==> src/verilog/hsc_pkg.sv <==
package hsc_pkg;

	// ----------------------------------------------------------------
	// Bus geometry
	// ----------------------------------------------------------------
	localparam int ADDR_W = 12;
	localparam int IDX_W = 10;
	localparam logic [1:0] RESP_OKAY = 2'h0;
	localparam logic [1:0] RESP_SLVERR = 2'h2;

	// ----------------------------------------------------------------
	// Register indices (byte address is four times the index)
	// ----------------------------------------------------------------
	localparam logic [IDX_W-1:0] IDX_TRIP_LOW = 10'h14d;
	localparam logic [IDX_W-1:0] IDX_MULT_HIGH = 10'h14e;
	localparam logic [IDX_W-1:0] IDX_UPD_CNT = 10'h14f;
	localparam logic [IDX_W-1:0] IDX_TRIG = 10'h150;
	localparam logic [IDX_W-1:0] IDX_EXIT_HI = 10'h151;
	localparam logic [IDX_W-1:0] IDX_EXIT_LO = 10'h152;
	localparam logic [IDX_W-1:0] IDX_DIV_HI = 10'h153;
	localparam logic [IDX_W-1:0] IDX_DIV_LO = 10'h154;
	localparam logic [IDX_W-1:0] IDX_SEL = 10'h1f0;
	localparam logic [IDX_W-1:0] IDX_STAT = 10'h1f1;

	// ----------------------------------------------------------------
	// Field positions
	// ----------------------------------------------------------------
	localparam int FORCE_BIT = 6;
	localparam int LOCK_BIT = 4;
	localparam int LOS_BIT = 3;
	localparam int RAIL_BIT = 2;
	localparam int HITLESS_BIT = 1;
	localparam int HOLD_EN_BIT = 0;
	localparam int MULT_LSB = 6;
	localparam int TRIP_SHIFT = 4;

	// ----------------------------------------------------------------
	// Reset values
	// ----------------------------------------------------------------
	localparam logic [5:0] RST_TRIP_LOW = 6'h00;
	localparam logic [5:0] RST_TRIP_HIGH = 6'h00;
	localparam logic [1:0] RST_MULT = 2'h0;
	localparam logic [7:0] RST_UPD_CNT = 8'h7f;
	localparam logic [7:0] RST_TRIG = 8'h03;
	localparam logic [13:0] RST_EXIT = 14'h0200;
	localparam logic [9:0] RST_DIV = 10'h078;
	localparam logic [1:0] RST_POLICY = 2'h3;

	// ----------------------------------------------------------------
	// Modes and codes
	// ----------------------------------------------------------------
	localparam logic [1:0] POLICY_AUTO = 2'h3;
	localparam int DAC_W = 10;
	localparam logic [10:0] DAC_FULL = 11'h400;
	localparam logic [13:0] MULT_LOAD [4] = '{14'h0003, 14'h003f, 14'h03ff, 14'h3fff};

	typedef enum logic {ST_TRACK, ST_HOLD} hsc_mode_e;

endpackage

==> src/verilog/hsc_holdover_switch_control.sv <==
// Local design decision: register access over AXI4-Lite.
`timescale 1ns/1ns
// What this block does
// Track DAC every multiplier times count periods
// Forced manual policy locks onto named input
// Lock detect falling edge raises switch event
// Loss of signal enters holdover when enabled
// Tune rail reached invalidates input, switches
// Holdover entry hitless or hard per bit
// Holdover only while enable bit set
// Exit holdover after programmed valid cycles
// Input 0 reference divider, zero reserved
// Multiplier codes give 4, 64, 1024, 16384
// Trip code n is (n+1)/64 supply
// Invalid cycle restarts the exit count
module hsc_holdover_switch_control (
	input wire logic core_clk_i,
	input wire logic arst_n_i,
	input wire logic [hsc_pkg::ADDR_W-1:0] s_axi_awaddr_i,
	input wire logic s_axi_awvalid_i,
	output logic s_axi_awready_o,
	input wire logic [31:0] s_axi_wdata_i,
	input wire logic [3:0] s_axi_wstrb_i,
	input wire logic s_axi_wvalid_i,
	output logic s_axi_wready_o,
	output logic [1:0] s_axi_bresp_o,
	output logic s_axi_bvalid_o,
	input wire logic s_axi_bready_i,
	input wire logic [hsc_pkg::ADDR_W-1:0] s_axi_araddr_i,
	input wire logic s_axi_arvalid_i,
	output logic s_axi_arready_o,
	output logic [31:0] s_axi_rdata_o,
	output logic [1:0] s_axi_rresp_o,
	output logic s_axi_rvalid_o,
	input wire logic s_axi_rready_i,
	input wire logic pd_tick_i,
	input wire logic pd_valid_i,
	input wire logic digital_lock_detect_i,
	input wire logic [2:0] loss_of_signal_i,
	input wire logic [hsc_pkg::DAC_W-1:0] dac_value_i,
	input wire logic reference_input_0_i,
	output logic holdover_o,
	output logic [1:0] sel_input_o,
	output logic switch_event_o,
	output logic hitless_switch_o,
	output logic dac_update_o,
	output logic ref0_div_o
);
	import hsc_pkg::*;

	// ----------------------------------------------------------------
	// State
	// ----------------------------------------------------------------
	typedef struct packed {
		logic [5:0] trip_low;
		logic [5:0] trip_high;
		logic [1:0] mult;
		logic [7:0] upd_cnt;
		logic [7:0] trig;
		logic [13:0] exit_cnt;
		logic [9:0] div;
		logic [1:0] policy;
		hsc_mode_e mode;
		logic [1:0] sel;
		logic [13:0] vcnt;
		logic dld_q;
		logic ref_q;
		logic rail;
		logic sw_ev;
		logic hitless;
		logic pace_ld;
	} hsc_ctl_s;

	hsc_ctl_s st_reg, st_next;

	logic wr_en;
	logic [IDX_W-1:0] wr_idx;
	logic [IDX_W-1:0] rd_idx;
	logic [7:0] wr_byte;
	logic wr_ok;
	logic rd_ok;
	logic [31:0] rd_data;
	logic pre_tick;
	logic upd_tick;
	logic div_tick;
	logic tracking;
	logic [6:0] low_n;
	logic [6:0] high_n;
	logic [10:0] low_thr;
	logic [10:0] high_thr;
	logic rail_now;
	logic dld_fall;
	logic los_cur;
	logic ev;
	logic forced;
	logic ref_rise;
	logic hold_en;
	logic hitless_en;
	logic [1:0] cand1;
	logic [1:0] cand2;
	logic [14:0] vnext;
	logic [9:0] div_load;

	function automatic logic [1:0] next_input(input logic [1:0] x);
		next_input = (x == 2'h2) ? 2'h0 : x + 2'h1;
	endfunction

	function automatic logic mapped(input logic [IDX_W-1:0] idx);
		mapped = ((idx >= IDX_TRIP_LOW) && (idx <= IDX_DIV_LO)) ||
			(idx == IDX_SEL) || (idx == IDX_STAT);
	endfunction

	// ----------------------------------------------------------------
	// Register bus
	// ----------------------------------------------------------------
	hsc_axil u_bus (
		.core_clk_i(core_clk_i),
		.arst_n_i(arst_n_i),
		.awaddr_i(s_axi_awaddr_i),
		.awvalid_i(s_axi_awvalid_i),
		.awready_o(s_axi_awready_o),
		.wdata_i(s_axi_wdata_i),
		.wstrb_i(s_axi_wstrb_i),
		.wvalid_i(s_axi_wvalid_i),
		.wready_o(s_axi_wready_o),
		.bresp_o(s_axi_bresp_o),
		.bvalid_o(s_axi_bvalid_o),
		.bready_i(s_axi_bready_i),
		.araddr_i(s_axi_araddr_i),
		.arvalid_i(s_axi_arvalid_i),
		.arready_o(s_axi_arready_o),
		.rdata_o(s_axi_rdata_o),
		.rresp_o(s_axi_rresp_o),
		.rvalid_o(s_axi_rvalid_o),
		.rready_i(s_axi_rready_i),
		.wr_en_o(wr_en),
		.wr_idx_o(wr_idx),
		.wr_byte_o(wr_byte),
		.wr_ok_i(wr_ok),
		.rd_idx_o(rd_idx),
		.rd_data_i(rd_data),
		.rd_ok_i(rd_ok)
	);

	// Read mux; reserved bits read as zero
	always_comb begin
		rd_ok = mapped(rd_idx);
		wr_ok = mapped(wr_idx);
		rd_data = 32'h0;
		case (rd_idx)
			IDX_TRIP_LOW: rd_data = {26'h0, st_reg.trip_low};
			IDX_MULT_HIGH: rd_data = {24'h0, st_reg.mult, st_reg.trip_high};
			IDX_UPD_CNT: rd_data = {24'h0, st_reg.upd_cnt};
			IDX_TRIG: rd_data = {24'h0, st_reg.trig};
			IDX_EXIT_HI: rd_data = {26'h0, st_reg.exit_cnt[13:8]};
			IDX_EXIT_LO: rd_data = {24'h0, st_reg.exit_cnt[7:0]};
			IDX_DIV_HI: rd_data = {30'h0, st_reg.div[9:8]};
			IDX_DIV_LO: rd_data = {24'h0, st_reg.div[7:0]};
			IDX_SEL: rd_data = {30'h0, st_reg.policy};
			IDX_STAT: rd_data = {28'h0, st_reg.rail, st_reg.sel, holdover_o};
			default: rd_data = 32'h0;
		endcase
	end

	// ----------------------------------------------------------------
	// Trigger detection
	// ----------------------------------------------------------------
	// Trip points in DAC codes: one step of the 6-bit field is 1/64 of full scale
	assign low_n = {1'b0, st_reg.trip_low} + 7'h01;
	assign high_n = {1'b0, st_reg.trip_high} + 7'h01;
	assign low_thr = {low_n, 4'h0};
	assign high_thr = DAC_FULL - {high_n, 4'h0};
	assign rail_now = ({1'b0, dac_value_i} <= low_thr) || ({1'b0, dac_value_i} >= high_thr);
	assign dld_fall = st_reg.dld_q & ~digital_lock_detect_i;
	assign los_cur = loss_of_signal_i[st_reg.sel];
	assign hold_en = st_reg.trig[HOLD_EN_BIT];
	assign hitless_en = st_reg.trig[HITLESS_BIT];
	assign forced = (st_reg.policy != POLICY_AUTO) & st_reg.trig[FORCE_BIT];
	assign ev = (st_reg.trig[LOCK_BIT] & dld_fall) |
		(st_reg.trig[LOS_BIT] & los_cur) |
		(st_reg.trig[RAIL_BIT] & rail_now);
	assign cand1 = next_input(st_reg.sel);
	assign cand2 = next_input(cand1);
	assign vnext = {1'b0, st_reg.vcnt} + 15'h0001;
	assign ref_rise = reference_input_0_i & ~st_reg.ref_q;
	assign tracking = (st_reg.mode == ST_TRACK);

	// ----------------------------------------------------------------
	// Control state
	// ----------------------------------------------------------------
	always_comb begin
		st_next = st_reg;
		st_next.sw_ev = 1'b0;
		st_next.dld_q = digital_lock_detect_i;
		st_next.ref_q = reference_input_0_i;
		st_next.rail = rail_now;
		// Restart pacing the cycle after a pacing write, when the new value is in force
		st_next.pace_ld = wr_en && ((wr_idx == IDX_UPD_CNT) || (wr_idx == IDX_MULT_HIGH));
		// Register writes; reserved bits are not stored
		if (wr_en) begin
			case (wr_idx)
				IDX_TRIP_LOW: st_next.trip_low = wr_byte[5:0];
				IDX_MULT_HIGH: begin
					st_next.mult = wr_byte[7:MULT_LSB];
					st_next.trip_high = wr_byte[5:0];
				end
				IDX_UPD_CNT: st_next.upd_cnt = wr_byte;
				IDX_TRIG: st_next.trig = wr_byte & 8'h5f;
				IDX_EXIT_HI: st_next.exit_cnt[13:8] = wr_byte[5:0];
				IDX_EXIT_LO: st_next.exit_cnt[7:0] = wr_byte;
				IDX_DIV_HI: st_next.div[9:8] = wr_byte[1:0];
				IDX_DIV_LO: st_next.div[7:0] = wr_byte;
				IDX_SEL: begin
					st_next.policy = wr_byte[1:0];
					if (wr_byte[1:0] != POLICY_AUTO) begin
						st_next.sel = wr_byte[1:0];
					end
				end
				default: st_next.policy = st_reg.policy;
			endcase
		end
		// Decisions use the settings in force this cycle, not the ones being written
		case (st_reg.mode)
			ST_TRACK: begin
				if (ev) begin
					st_next.sw_ev = 1'b1;
					// Move off the bad input unless it is forced
					if (!forced && !loss_of_signal_i[cand1]) begin
						st_next.sel = cand1;
					end else if (!forced && !loss_of_signal_i[cand2]) begin
						st_next.sel = cand2;
					end
					if (hold_en) begin
						st_next.mode = ST_HOLD;
						st_next.hitless = hitless_en;
						st_next.vcnt = 14'h0;
					end else begin
						st_next.hitless = 1'b0;
					end
				end
			end
			ST_HOLD: begin
				if (!hold_en) begin
					st_next.mode = ST_TRACK;
					st_next.vcnt = 14'h0;
				end else if (pd_tick_i) begin
					if (pd_valid_i && !los_cur) begin
						if (vnext >= {1'b0, st_reg.exit_cnt}) begin
							st_next.mode = ST_TRACK;
							st_next.vcnt = 14'h0;
						end else begin
							st_next.vcnt = vnext[13:0];
						end
					end else begin
						st_next.vcnt = 14'h0;
					end
				end
			end
			default: st_next.mode = ST_TRACK;
		endcase
		// A forced manual input overrides every switch decision
		if (forced) begin
			st_next.sel = st_reg.policy;
		end
	end

	always_ff @(posedge core_clk_i or negedge arst_n_i) begin
		if (!arst_n_i) begin
			st_reg <= '0;
			st_reg.trip_low <= RST_TRIP_LOW;
			st_reg.trip_high <= RST_TRIP_HIGH;
			st_reg.mult <= RST_MULT;
			st_reg.upd_cnt <= RST_UPD_CNT;
			st_reg.trig <= RST_TRIG;
			st_reg.exit_cnt <= RST_EXIT;
			st_reg.div <= RST_DIV;
			st_reg.policy <= RST_POLICY;
			st_reg.mode <= ST_TRACK;
		end else begin
			st_reg <= st_next;
		end
	end

	// ----------------------------------------------------------------
	// Pacing and division
	// ----------------------------------------------------------------
	// Prescaler runs only while tracking; holdover freezes the DAC anyway
	hsc_cnt #(.W(14)) u_mult (
		.core_clk_i(core_clk_i),
		.arst_n_i(arst_n_i),
		.en_i(pd_tick_i & tracking),
		.clr_i(~tracking | st_reg.pace_ld),
		.load_i(MULT_LOAD[st_reg.mult]),
		.tick_o(pre_tick)
	);

	// A count of zero holds the counter in clear, so no update ever fires
	hsc_cnt #(.W(8)) u_upd (
		.core_clk_i(core_clk_i),
		.arst_n_i(arst_n_i),
		.en_i(pre_tick),
		.clr_i(~tracking | st_reg.pace_ld | (st_reg.upd_cnt == 8'h00)),
		.load_i(st_reg.upd_cnt - 8'h01),
		.tick_o(upd_tick)
	);

	// The reserved divide value of zero behaves as divide by one
	assign div_load = (st_reg.div == 10'h000) ? 10'h000 : st_reg.div - 10'h001;

	hsc_cnt #(.W(10)) u_div (
		.core_clk_i(core_clk_i),
		.arst_n_i(arst_n_i),
		.en_i(ref_rise),
		.clr_i(1'b0),
		.load_i(div_load),
		.tick_o(div_tick)
	);

	assign holdover_o = (st_reg.mode == ST_HOLD);
	assign sel_input_o = st_reg.sel;
	assign switch_event_o = st_reg.sw_ev;
	assign hitless_switch_o = st_reg.hitless;
	assign dac_update_o = upd_tick;
	assign ref0_div_o = div_tick;
endmodule

==> src/verilog/hsc_cnt.sv <==
`timescale 1ns/1ns
module hsc_cnt #(
	parameter int W = 8
) (
	input wire logic core_clk_i,
	input wire logic arst_n_i,
	input wire logic en_i,
	input wire logic clr_i,
	input wire logic [W-1:0] load_i,
	output logic tick_o
);
	import hsc_pkg::*;

	typedef struct packed {
		logic [W-1:0] cnt;
		logic tick;
	} hsc_cnt_s;

	hsc_cnt_s st_reg, st_next;

	// Reload counter: one tick every load_i+1 enables; clear wins.
	// A count left above a lowered reload value ends its period at once,
	// so a smaller setting never waits out the old, longer one.
	always_comb begin
		st_next = st_reg;
		st_next.tick = 1'b0;
		if (clr_i) begin
			st_next.cnt = load_i;
		end else if (en_i) begin
			if ((st_reg.cnt == '0) || (st_reg.cnt > load_i)) begin
				st_next.cnt = load_i;
				st_next.tick = 1'b1;
			end else begin
				st_next.cnt = st_reg.cnt - 1'b1;
			end
		end
	end

	always_ff @(posedge core_clk_i or negedge arst_n_i) begin
		if (!arst_n_i) begin
			st_reg <= '0;
		end else begin
			st_reg <= st_next;
		end
	end

	assign tick_o = st_reg.tick;

endmodule

==> src/verilog/hsc_axil.sv <==
`timescale 1ns/1ns
module hsc_axil (
	input wire logic core_clk_i,
	input wire logic arst_n_i,
	input wire logic [hsc_pkg::ADDR_W-1:0] awaddr_i,
	input wire logic awvalid_i,
	output logic awready_o,
	input wire logic [31:0] wdata_i,
	input wire logic [3:0] wstrb_i,
	input wire logic wvalid_i,
	output logic wready_o,
	output logic [1:0] bresp_o,
	output logic bvalid_o,
	input wire logic bready_i,
	input wire logic [hsc_pkg::ADDR_W-1:0] araddr_i,
	input wire logic arvalid_i,
	output logic arready_o,
	output logic [31:0] rdata_o,
	output logic [1:0] rresp_o,
	output logic rvalid_o,
	input wire logic rready_i,
	output logic wr_en_o,
	output logic [hsc_pkg::IDX_W-1:0] wr_idx_o,
	output logic [7:0] wr_byte_o,
	input wire logic wr_ok_i,
	output logic [hsc_pkg::IDX_W-1:0] rd_idx_o,
	input wire logic [31:0] rd_data_i,
	input wire logic rd_ok_i
);
	import hsc_pkg::*;

	typedef struct packed {
		logic aw_full;
		logic [IDX_W-1:0] aw_idx;
		logic w_full;
		logic [7:0] w_byte;
		logic w_lane0;
		logic awrdy;
		logic wrdy;
		logic bvalid;
		logic [1:0] bresp;
		logic arrdy;
		logic rvalid;
		logic [31:0] rdata;
		logic [1:0] rresp;
	} hsc_axil_s;

	hsc_axil_s st_reg, st_next;
	logic do_wr;

	// Address and data are caught independently, the write fires once both are held
	always_comb begin
		st_next = st_reg;
		do_wr = st_reg.aw_full & st_reg.w_full & ~st_reg.bvalid;
		if (awvalid_i && st_reg.awrdy) begin
			st_next.aw_full = 1'b1;
			st_next.aw_idx = awaddr_i[ADDR_W-1:2];
		end
		if (wvalid_i && st_reg.wrdy) begin
			st_next.w_full = 1'b1;
			st_next.w_byte = wdata_i[7:0];
			st_next.w_lane0 = wstrb_i[0];
		end
		if (do_wr) begin
			st_next.aw_full = 1'b0;
			st_next.w_full = 1'b0;
			st_next.bvalid = 1'b1;
			st_next.bresp = wr_ok_i ? RESP_OKAY : RESP_SLVERR;
		end
		if (st_reg.bvalid && bready_i) begin
			st_next.bvalid = 1'b0;
		end
		if (arvalid_i && st_reg.arrdy) begin
			st_next.rvalid = 1'b1;
			st_next.rdata = rd_data_i;
			st_next.rresp = rd_ok_i ? RESP_OKAY : RESP_SLVERR;
		end
		if (st_reg.rvalid && rready_i) begin
			st_next.rvalid = 1'b0;
		end
		// Readies are registered so that every bus output leaves a flop
		st_next.awrdy = ~st_next.aw_full & ~st_next.bvalid;
		st_next.wrdy = ~st_next.w_full & ~st_next.bvalid;
		st_next.arrdy = ~st_next.rvalid;
	end

	always_ff @(posedge core_clk_i or negedge arst_n_i) begin
		if (!arst_n_i) begin
			st_reg <= '0;
		end else begin
			st_reg <= st_next;
		end
	end

	assign awready_o = st_reg.awrdy;
	assign wready_o = st_reg.wrdy;
	assign bvalid_o = st_reg.bvalid;
	assign bresp_o = st_reg.bresp;
	assign arready_o = st_reg.arrdy;
	assign rvalid_o = st_reg.rvalid;
	assign rdata_o = st_reg.rdata;
	assign rresp_o = st_reg.rresp;
	// Only byte lane 0 carries register bits
	assign wr_en_o = do_wr & st_reg.w_lane0;
	assign wr_idx_o = st_reg.aw_idx;
	assign wr_byte_o = st_reg.w_byte;
	assign rd_idx_o = araddr_i[ADDR_W-1:2];

endmodule

==> config.mk <==
export PLATFORM = sky130hd
export DESIGN_NAME = hsc_holdover_switch_control
export DESIGN_NICKNAME = d
export VERILOG_FILES = /design/src/verilog/hsc_pkg.sv /design/src/verilog/hsc_holdover_switch_control.sv /design/src/verilog/hsc_cnt.sv /design/src/verilog/hsc_axil.sv
export SDC_FILE = /design/constraint.sdc
export NUM_CORES = 1
export LEC_CHECK = 0
export BUFFER_PORTS_ARGS = -buffer_cell sky130_fd_sc_hd__clkbuf_2
export CAP_MARGIN = 25
export CORE_MARGIN = 2
export CORE_UTILIZATION = 50
export CTS_BUF_LIST = sky130_fd_sc_hd__clkbuf_4
export DETAILED_ROUTE_END_ITERATION = 8
export PLACE_DENSITY_LB_ADDON = 0.05
export SLEW_MARGIN = 20
export SYNTH_ARGS = -nofsm -noshare
export SYNTH_HDL_FRONTEND = slang
export SYNTH_SLANG_ARGS = --single-unit
==> constraint.sdc <==
create_clock -name core_clk_i -period 5.52 [get_ports core_clk_i]
set_input_delay 1.104 -clock core_clk_i [delete_from_list [all_inputs] [get_ports core_clk_i]]
set_output_delay 1.104 -clock core_clk_i [all_outputs]
set_load 0.05 [all_outputs]
# Word level (Yosys, flattened, before mapping)
# Cells that the tools add are included.
[word_totals]
in_bits = 84
romBits = 0
mem_bits_rw = 0
reg_bits = 174
memories = 0
latchBits = 0
out_inout_bits = 48
word_cells = 216
[classes]
n_eq_ne = 27
n_reduce_logical = 42
mux = 59
n_shift = 0
add_sub_neg = 11
n_div = 0
bitwise_logic = 25
n_mul = 0
magnitude_cmp = 14
[ops]
columns = ["operator", "count"]
rows = [
  ["$eq A10 B9 Y1 const B", 20],
  ["$mux W14", 9],
  ["$pmux W8 S10", 1],
  ["$mux W35", 1],
  ["$mux W10", 3],
  ["$bmux W14 S2", 1],
  ["$pmux W14 S2", 1],
  ["$mux W2", 13],
  ["$ge A10 B9 Y1 const B", 2],
  ["$le A10 B9 Y1 const B", 2],
  ["$logic_not A10 Y1", 2],
  ["$reduce_and A2 Y1", 10],
  ["$sub A10 B1 Y10 const B", 2],
  ["$mux W1", 19],
  ["$mux W17", 1],
  ["$logic_not A8 Y1", 2],
  ["$mux W8", 2],
  ["$sub A8 B1 Y8 const B", 2],
  ["$add A14 B1 Y15 const B", 1],
  ["$ge A15 B14 Y1", 1],
  ["$mux W15", 1],
  ["$add A6 B1 Y7 const B", 2],
  ["$gt A14 B14 Y1", 1],
  ["$logic_not A14 Y1", 1],
  ["other kinds (27)", 78],
]

# Longest topological paths before layout
[logic_depth]
ltp_word = 13
depth_mapped = 16

# Modules after synthesis
# From an unflattened synthesis, not the netlist that was laid out.
[hier_totals]
hier_cells = 1170
hier_area_um2 = 11370.9
[modules_own_cells]
columns = ["mod", "area_per_inst_um2", "instances", "cells_each", "seq_area_each_um2"]
rows = [
  ["hsc_holdover_switch_control", 5287.6, 1, 590, 1946.9],
  ["hsc_axil", 2835.2, 1, 199, 1501.4],
  ["hsc_cnt (u_mult)", 1347.5, 1, 158, 375.4],
  ["hsc_cnt (u_div)", 967.2, 1, 119, 275.3],
  ["hsc_cnt (u_upd)", 933.4, 1, 104, 225.2],
]

# Worst setup path before layout
# No wires, ideal clock.
[synth_path]
path_type = "register to register"
startpoint = "reg st_reg[27] (netlist name)"
endpoint = "reg u_div.st_reg[5] (netlist name)"
period_less_slack_ns = 3.362
t_arrival_ns = 3.236
setup_slack_ns = 2.158
path_stages_with_launch = 15
setup_time_ns = 0.126
required_time_ns = 5.394
path_cell_list = "dfrtp_1 -> nor3_1 -> nand2_1 -> nor3_1 -> nand2_1 -> nand2_1 -> ha_1 -> a21o_1 -> a21o_1 -> a221o_1 -> a22oi_1 -> o21a_1 -> clkbuf_1 -> nor3_1 -> a311o_1"
[synth_via]
elab_chain_len = 5
elab_cells_between_ends = 6
[synth_rtl]
columns = ["item", "line_no", "text"]
rows = [
  ["start: declaration", "hsc_holdover_switch_control.sv:74", "hsc_ctl_s st_reg, st_next;"],
  ["start signal: assignment", "hsc_holdover_switch_control.sv:280", "st_reg <= st_next;"],
  ["$sub A10 B1 Y10 / $logic_not A10 Y1 (equally long branches)", "hsc_holdover_switch_control.sv:308", "assign div_load = (st_reg.div == 10'h000) ? 10'h000 : st_reg.div - 10'h001;"],
  ["$mux W10 (*)", "hsc_holdover_switch_control.sv:308", ""],
  ["$gt A10 B10 Y1", "hsc_cnt.sv:30", "if ((st_reg.cnt == '0) || (st_reg.cnt > load_i)) begin"],
  ["$logic_or A1 B1 Y1", "hsc_cnt.sv:30", ""],
  ["$mux W10 (*)", "hsc_cnt.sv:30", ""],
  ["end signal: assignment", "hsc_cnt.sv:43", "st_reg <= st_next;"],
  ["end: declaration", "hsc_cnt.sv:19", "hsc_cnt_s st_reg, st_next;"],
]
# Every way passes the cells marked *; elsewhere a longest branch is shown, timed or not.
# A chain may end at the register's enable or synchronous reset.

# Worst setup path after layout
[layout_path]
startpoint = "reg st_reg[6] (netlist name)"
endpoint = "reg st_reg[6] (netlist name)"
[layout_via]
elab_chain_len = 7
[layout_rtl]
columns = ["item", "line_no", "text"]
rows = [
  ["$add A14 B1 Y15 (*)", "hsc_holdover_switch_control.sv:184", "assign vnext = {1'b0, st_reg.vcnt} + 15'h0001;"],
  ["$ge A15 B14 Y1", "hsc_holdover_switch_control.sv:248", "if (vnext >= {1'b0, st_reg.exit_cnt}) begin"],
  ["$mux W14 (*)", "hsc_holdover_switch_control.sv:248", ""],
  ["$mux W14 (*)", "hsc_holdover_switch_control.sv:247", "if (pd_valid_i && !los_cur) begin"],
  ["$mux W14 (*)", "hsc_holdover_switch_control.sv:246", "end else if (pd_tick_i) begin"],
  ["$mux W14 (*)", "hsc_holdover_switch_control.sv:243", "if (!hold_en) begin"],
  ["$pmux W14 S2 (*)", "hsc_holdover_switch_control.sv:223", "case (st_reg.mode)"],
]
# Every way passes the cells marked *; elsewhere a longest branch is shown, timed or not. The select of a mux whose other input is x is not followed.

==> reports/qor.csv <==
stage,metric,value,unit
die,rows,50,
power,p_per_area,347,nW/um^2
placement,numPortBuffers,74,
worst_setup_path,rrSetupSlack,1190,ps
worst_setup_path,critPathCaptureType,flip-flop,
power,peakVddDrop,0.279,mV
timing,period_share,78.4,%
timing,slew_viol_final,0,
timing,fin_skew,22.7,ps
clock_tree,holdBufCountCts,0,
worst_setup_path,crit_start,st_reg[6]$_DFFE_PN0P_,
worst_setup_path,r2r_cells,13,
synth,yosysMostFrequentCell,dfrtp_1,
global_route,grt_pass1_vias,7174,
synth,yosys.area.top_type,dfrtp_1,
synth,synthTopCellsByArea,"dfrtp_1 34%, ha_1 8.7%, mux2_2 7.7%",
hold_path,hold_path.class,input port to async pin,
finish,final_nets,1218,
global_route,grt_overflow,0,
finish,area_growth,7.60,%
global_route,antenna_found_initial,1,
worst_setup_path,crit_required,6060,ps
drt,viasPerCell,5.72,
global_route,grt_max_degree,54,
clock_tree,cts_sinks,148,
finish,drive_gt1_share,19.7,%
synth,synth_warnings,0,
synth,syn-instance-count,1011,
synth,netlist_area,9640,sq um
worst_setup_path,worstReg2RegEnd,st_reg[6]$_DFFE_PN0P_,
placement,place_area,10000,sq um
worst_setup_path,path_class,flip-flop to flip-flop,
worst_setup_path,critPathCapture,st_reg[6]$_DFFE_PN0P_,
synth,synth-edff-count,0,
timing,worst_pin_slew,944,ps
drt,ant_nets,0,
power,power.total,3600,uW
timing,fmax,231,MHz
timing,hold_ws,435,ps
die,io_pins,132,
die,initial_core_util,51.2,%
drt,drt_wl_total,23.8,mm
finish,postLayoutCellArea,10400,sq um
clock_tree,clk_latency,590,ps
drt,drt_pre_antenna_iters,5,
timing,grt_setup_unrepaired,false,
die,core,18800,sq um
global_route,grt_use_total,24.4,%
synth,synth_top_cell_area_share,34.3,%
timing,fin_crit,4330,ps
synth,postSynthAreaPerCell,9.53,sq um
clock_tree,post_cts_resized,0,
clock_tree,cts_setup_buffers,0,
drt,vias,7671,
worst_setup_path,rr_startpoint,st_reg[6]$_DFFE_PN0P_,
synth,synth_commonest_cells,"132 x dfrtp_1, 92 x nand2_1, 67 x ha_1, 66 x mux2_2, 59 x inv_1",
die,fp.dieW,143,um
synth,ys_seq_area_share,38.6,%
timing,fin_tns_setup,0,ps
clock_tree,htree_levels,4,
worst_setup_path,cp_data_arrival_time,4860,ps
drt,drc,0,
drt,drtIter0Drc,506,
clock_tree,cts_tree,done,
global_route,grt_first_pass_wirelength,38.7,mm
synth,synthFlopType,dfrtp_1,
finish,largest_reg_flops,70,
timing,slew_headroom,37.1,%
timing,hold_viol_final,0,
job,drv_cap,0,
synth,synth_seq_cells,148,
die,dieArea,20400,sq um
power,p_leak,0.00484,uW
drt,drt-wirelength-per-cell,17.7,um
synth,synth_cell_type_count,81,
die,fp.dieH,143,um
worst_setup_path,critPathLaunchType,flip-flop,
placement,dpl.hpwl,17.5,mm
status,status,"finished, final reports clean",
worst_setup_path,crit_fanout,11,
timing,finalSetupViolCount,0,
synth,async_reset_ff_share,100,%
clock_tree,cts_buffers,17,
clock_tree,cts_root_buf,clkbuf_4,
clock_tree,cts.path.max_buffers,2,
clock_tree,path_clk_slew,150,ps
placement,globalplace.congestion,0.916,
-- cells in the final DEF, fill, tap and decap left out, types with 9 or more instances in the layout --
cell,instances
nand4_1,17
inv_1,59
conb_1,26
a22o_1,15
nand3_1,35
nor4_1,9
a31oi_1,9
xnor2_1,18
clkbuf_2,73
mux2i_1,15
dfrtp_1,132
a21o_1,17
mux2_2,66
xor2_1,13
nor2_1,58
nand2_1,92
and3_1,16
o21ai_0,53
ha_1,67
dfstp_2,16
a21oi_1,30
nor2b_1,16
clkbuf_4,17
nor3_1,31
-- where the power goes --
group | switching [uW] | internal [uW] | total, uW
clock | 471 | 291 | 761
combinational | 744 | 521 | 1270
sequential | 307 | 1270 | 1570
total | 1520 | 2080 | 3600
-- worst min path at each step --
stage,start,endpoint,slack (ps),cells after the start
6_report,arst_n_i,u_upd.st_reg[7]$_DFFE_PN0P_,440,1
2_1_floorplan,u_bus.st_reg[61]$_DFF_PN0_,u_bus.awready_o$_DFF_PN0_,430,1
4_1_cts,arst_n_i,u_upd.st_reg[7]$_DFFE_PN0P_,420,1
3_3_place_gp,u_bus.rdata_o[0]$_DFFE_PN0P_,u_bus.rdata_o[0]$_DFFE_PN0P_,460,2
3_5_place_dp,u_bus.st_reg[61]$_DFF_PN0_,u_bus.awready_o$_DFF_PN0_,460,1
5_1_grt,arst_n_i,u_bus.wr_idx_o[9]$_DFFE_PN0P_,430,1
-- kinds of logic (layout without fill, tap and decap cells) --
group	count (synthesis)	count (layout)	synth area share, %
DFF	148	148	38.6
muxes	81	81	9.27
AOI/OAI and AO/OA	224	224	16.3
adders and majority gates	67	67	8.70
xor gates and xnor gates	31	31	2.82
other	1	28	0.0389
buffers and inverters	125	169	6.52
and+or+nand+nor	334	334	17.7
-- final cells by class --
cell class | instances | area [sq um]
fill | 1752 | 8460
multi-input combinational | 763 | 5380
sequential | 148 | 3720
timing repair buffer | 78 | 404
tap | 260 | 325
inverter | 59 | 221
clock inverter | 15 | 183
clock buffer | 17 | 128
antenna | 2 | 5.00
-- worst max-delay path: stages (launching register included) --
cell and delay [ps]:
dfrtp_1 460, ha_1 290, nand2_1 100, nor2_1 250
and3_1 300, and3_1 210, nand3_1 140, xnor2_1 160
ha_1 300, a21o_1 180, a2111o_1 410, or2_0 370
a21oi_1 800, mux2_2 290
-- metrics by stage --
step | instances | utilization (%) | worst slack, ps
2_1_floorplan | 1036 | - | 2160
3_3_place_gp | 1307 | 53.4 | 1260
3_5_place_dp | 1307 | 53.4 | 1250
4_1_cts | 1339 | 55.0 | 1200
5_1_grt | 1342 | 55.1 | 813
6_report | 1342 | 55.1 | 1190
-- routing by layer --
metal	up-vias	track usage (%)	part of all wire (%)
met5	-	0	0
met4	0	5.52	1.3
met3	26	5.90	6.6
met2	220	35.8	42
met1	3654	36.3	50
li1	3771	-	-
Note: power is estimated with default switching activity, not from simulation.
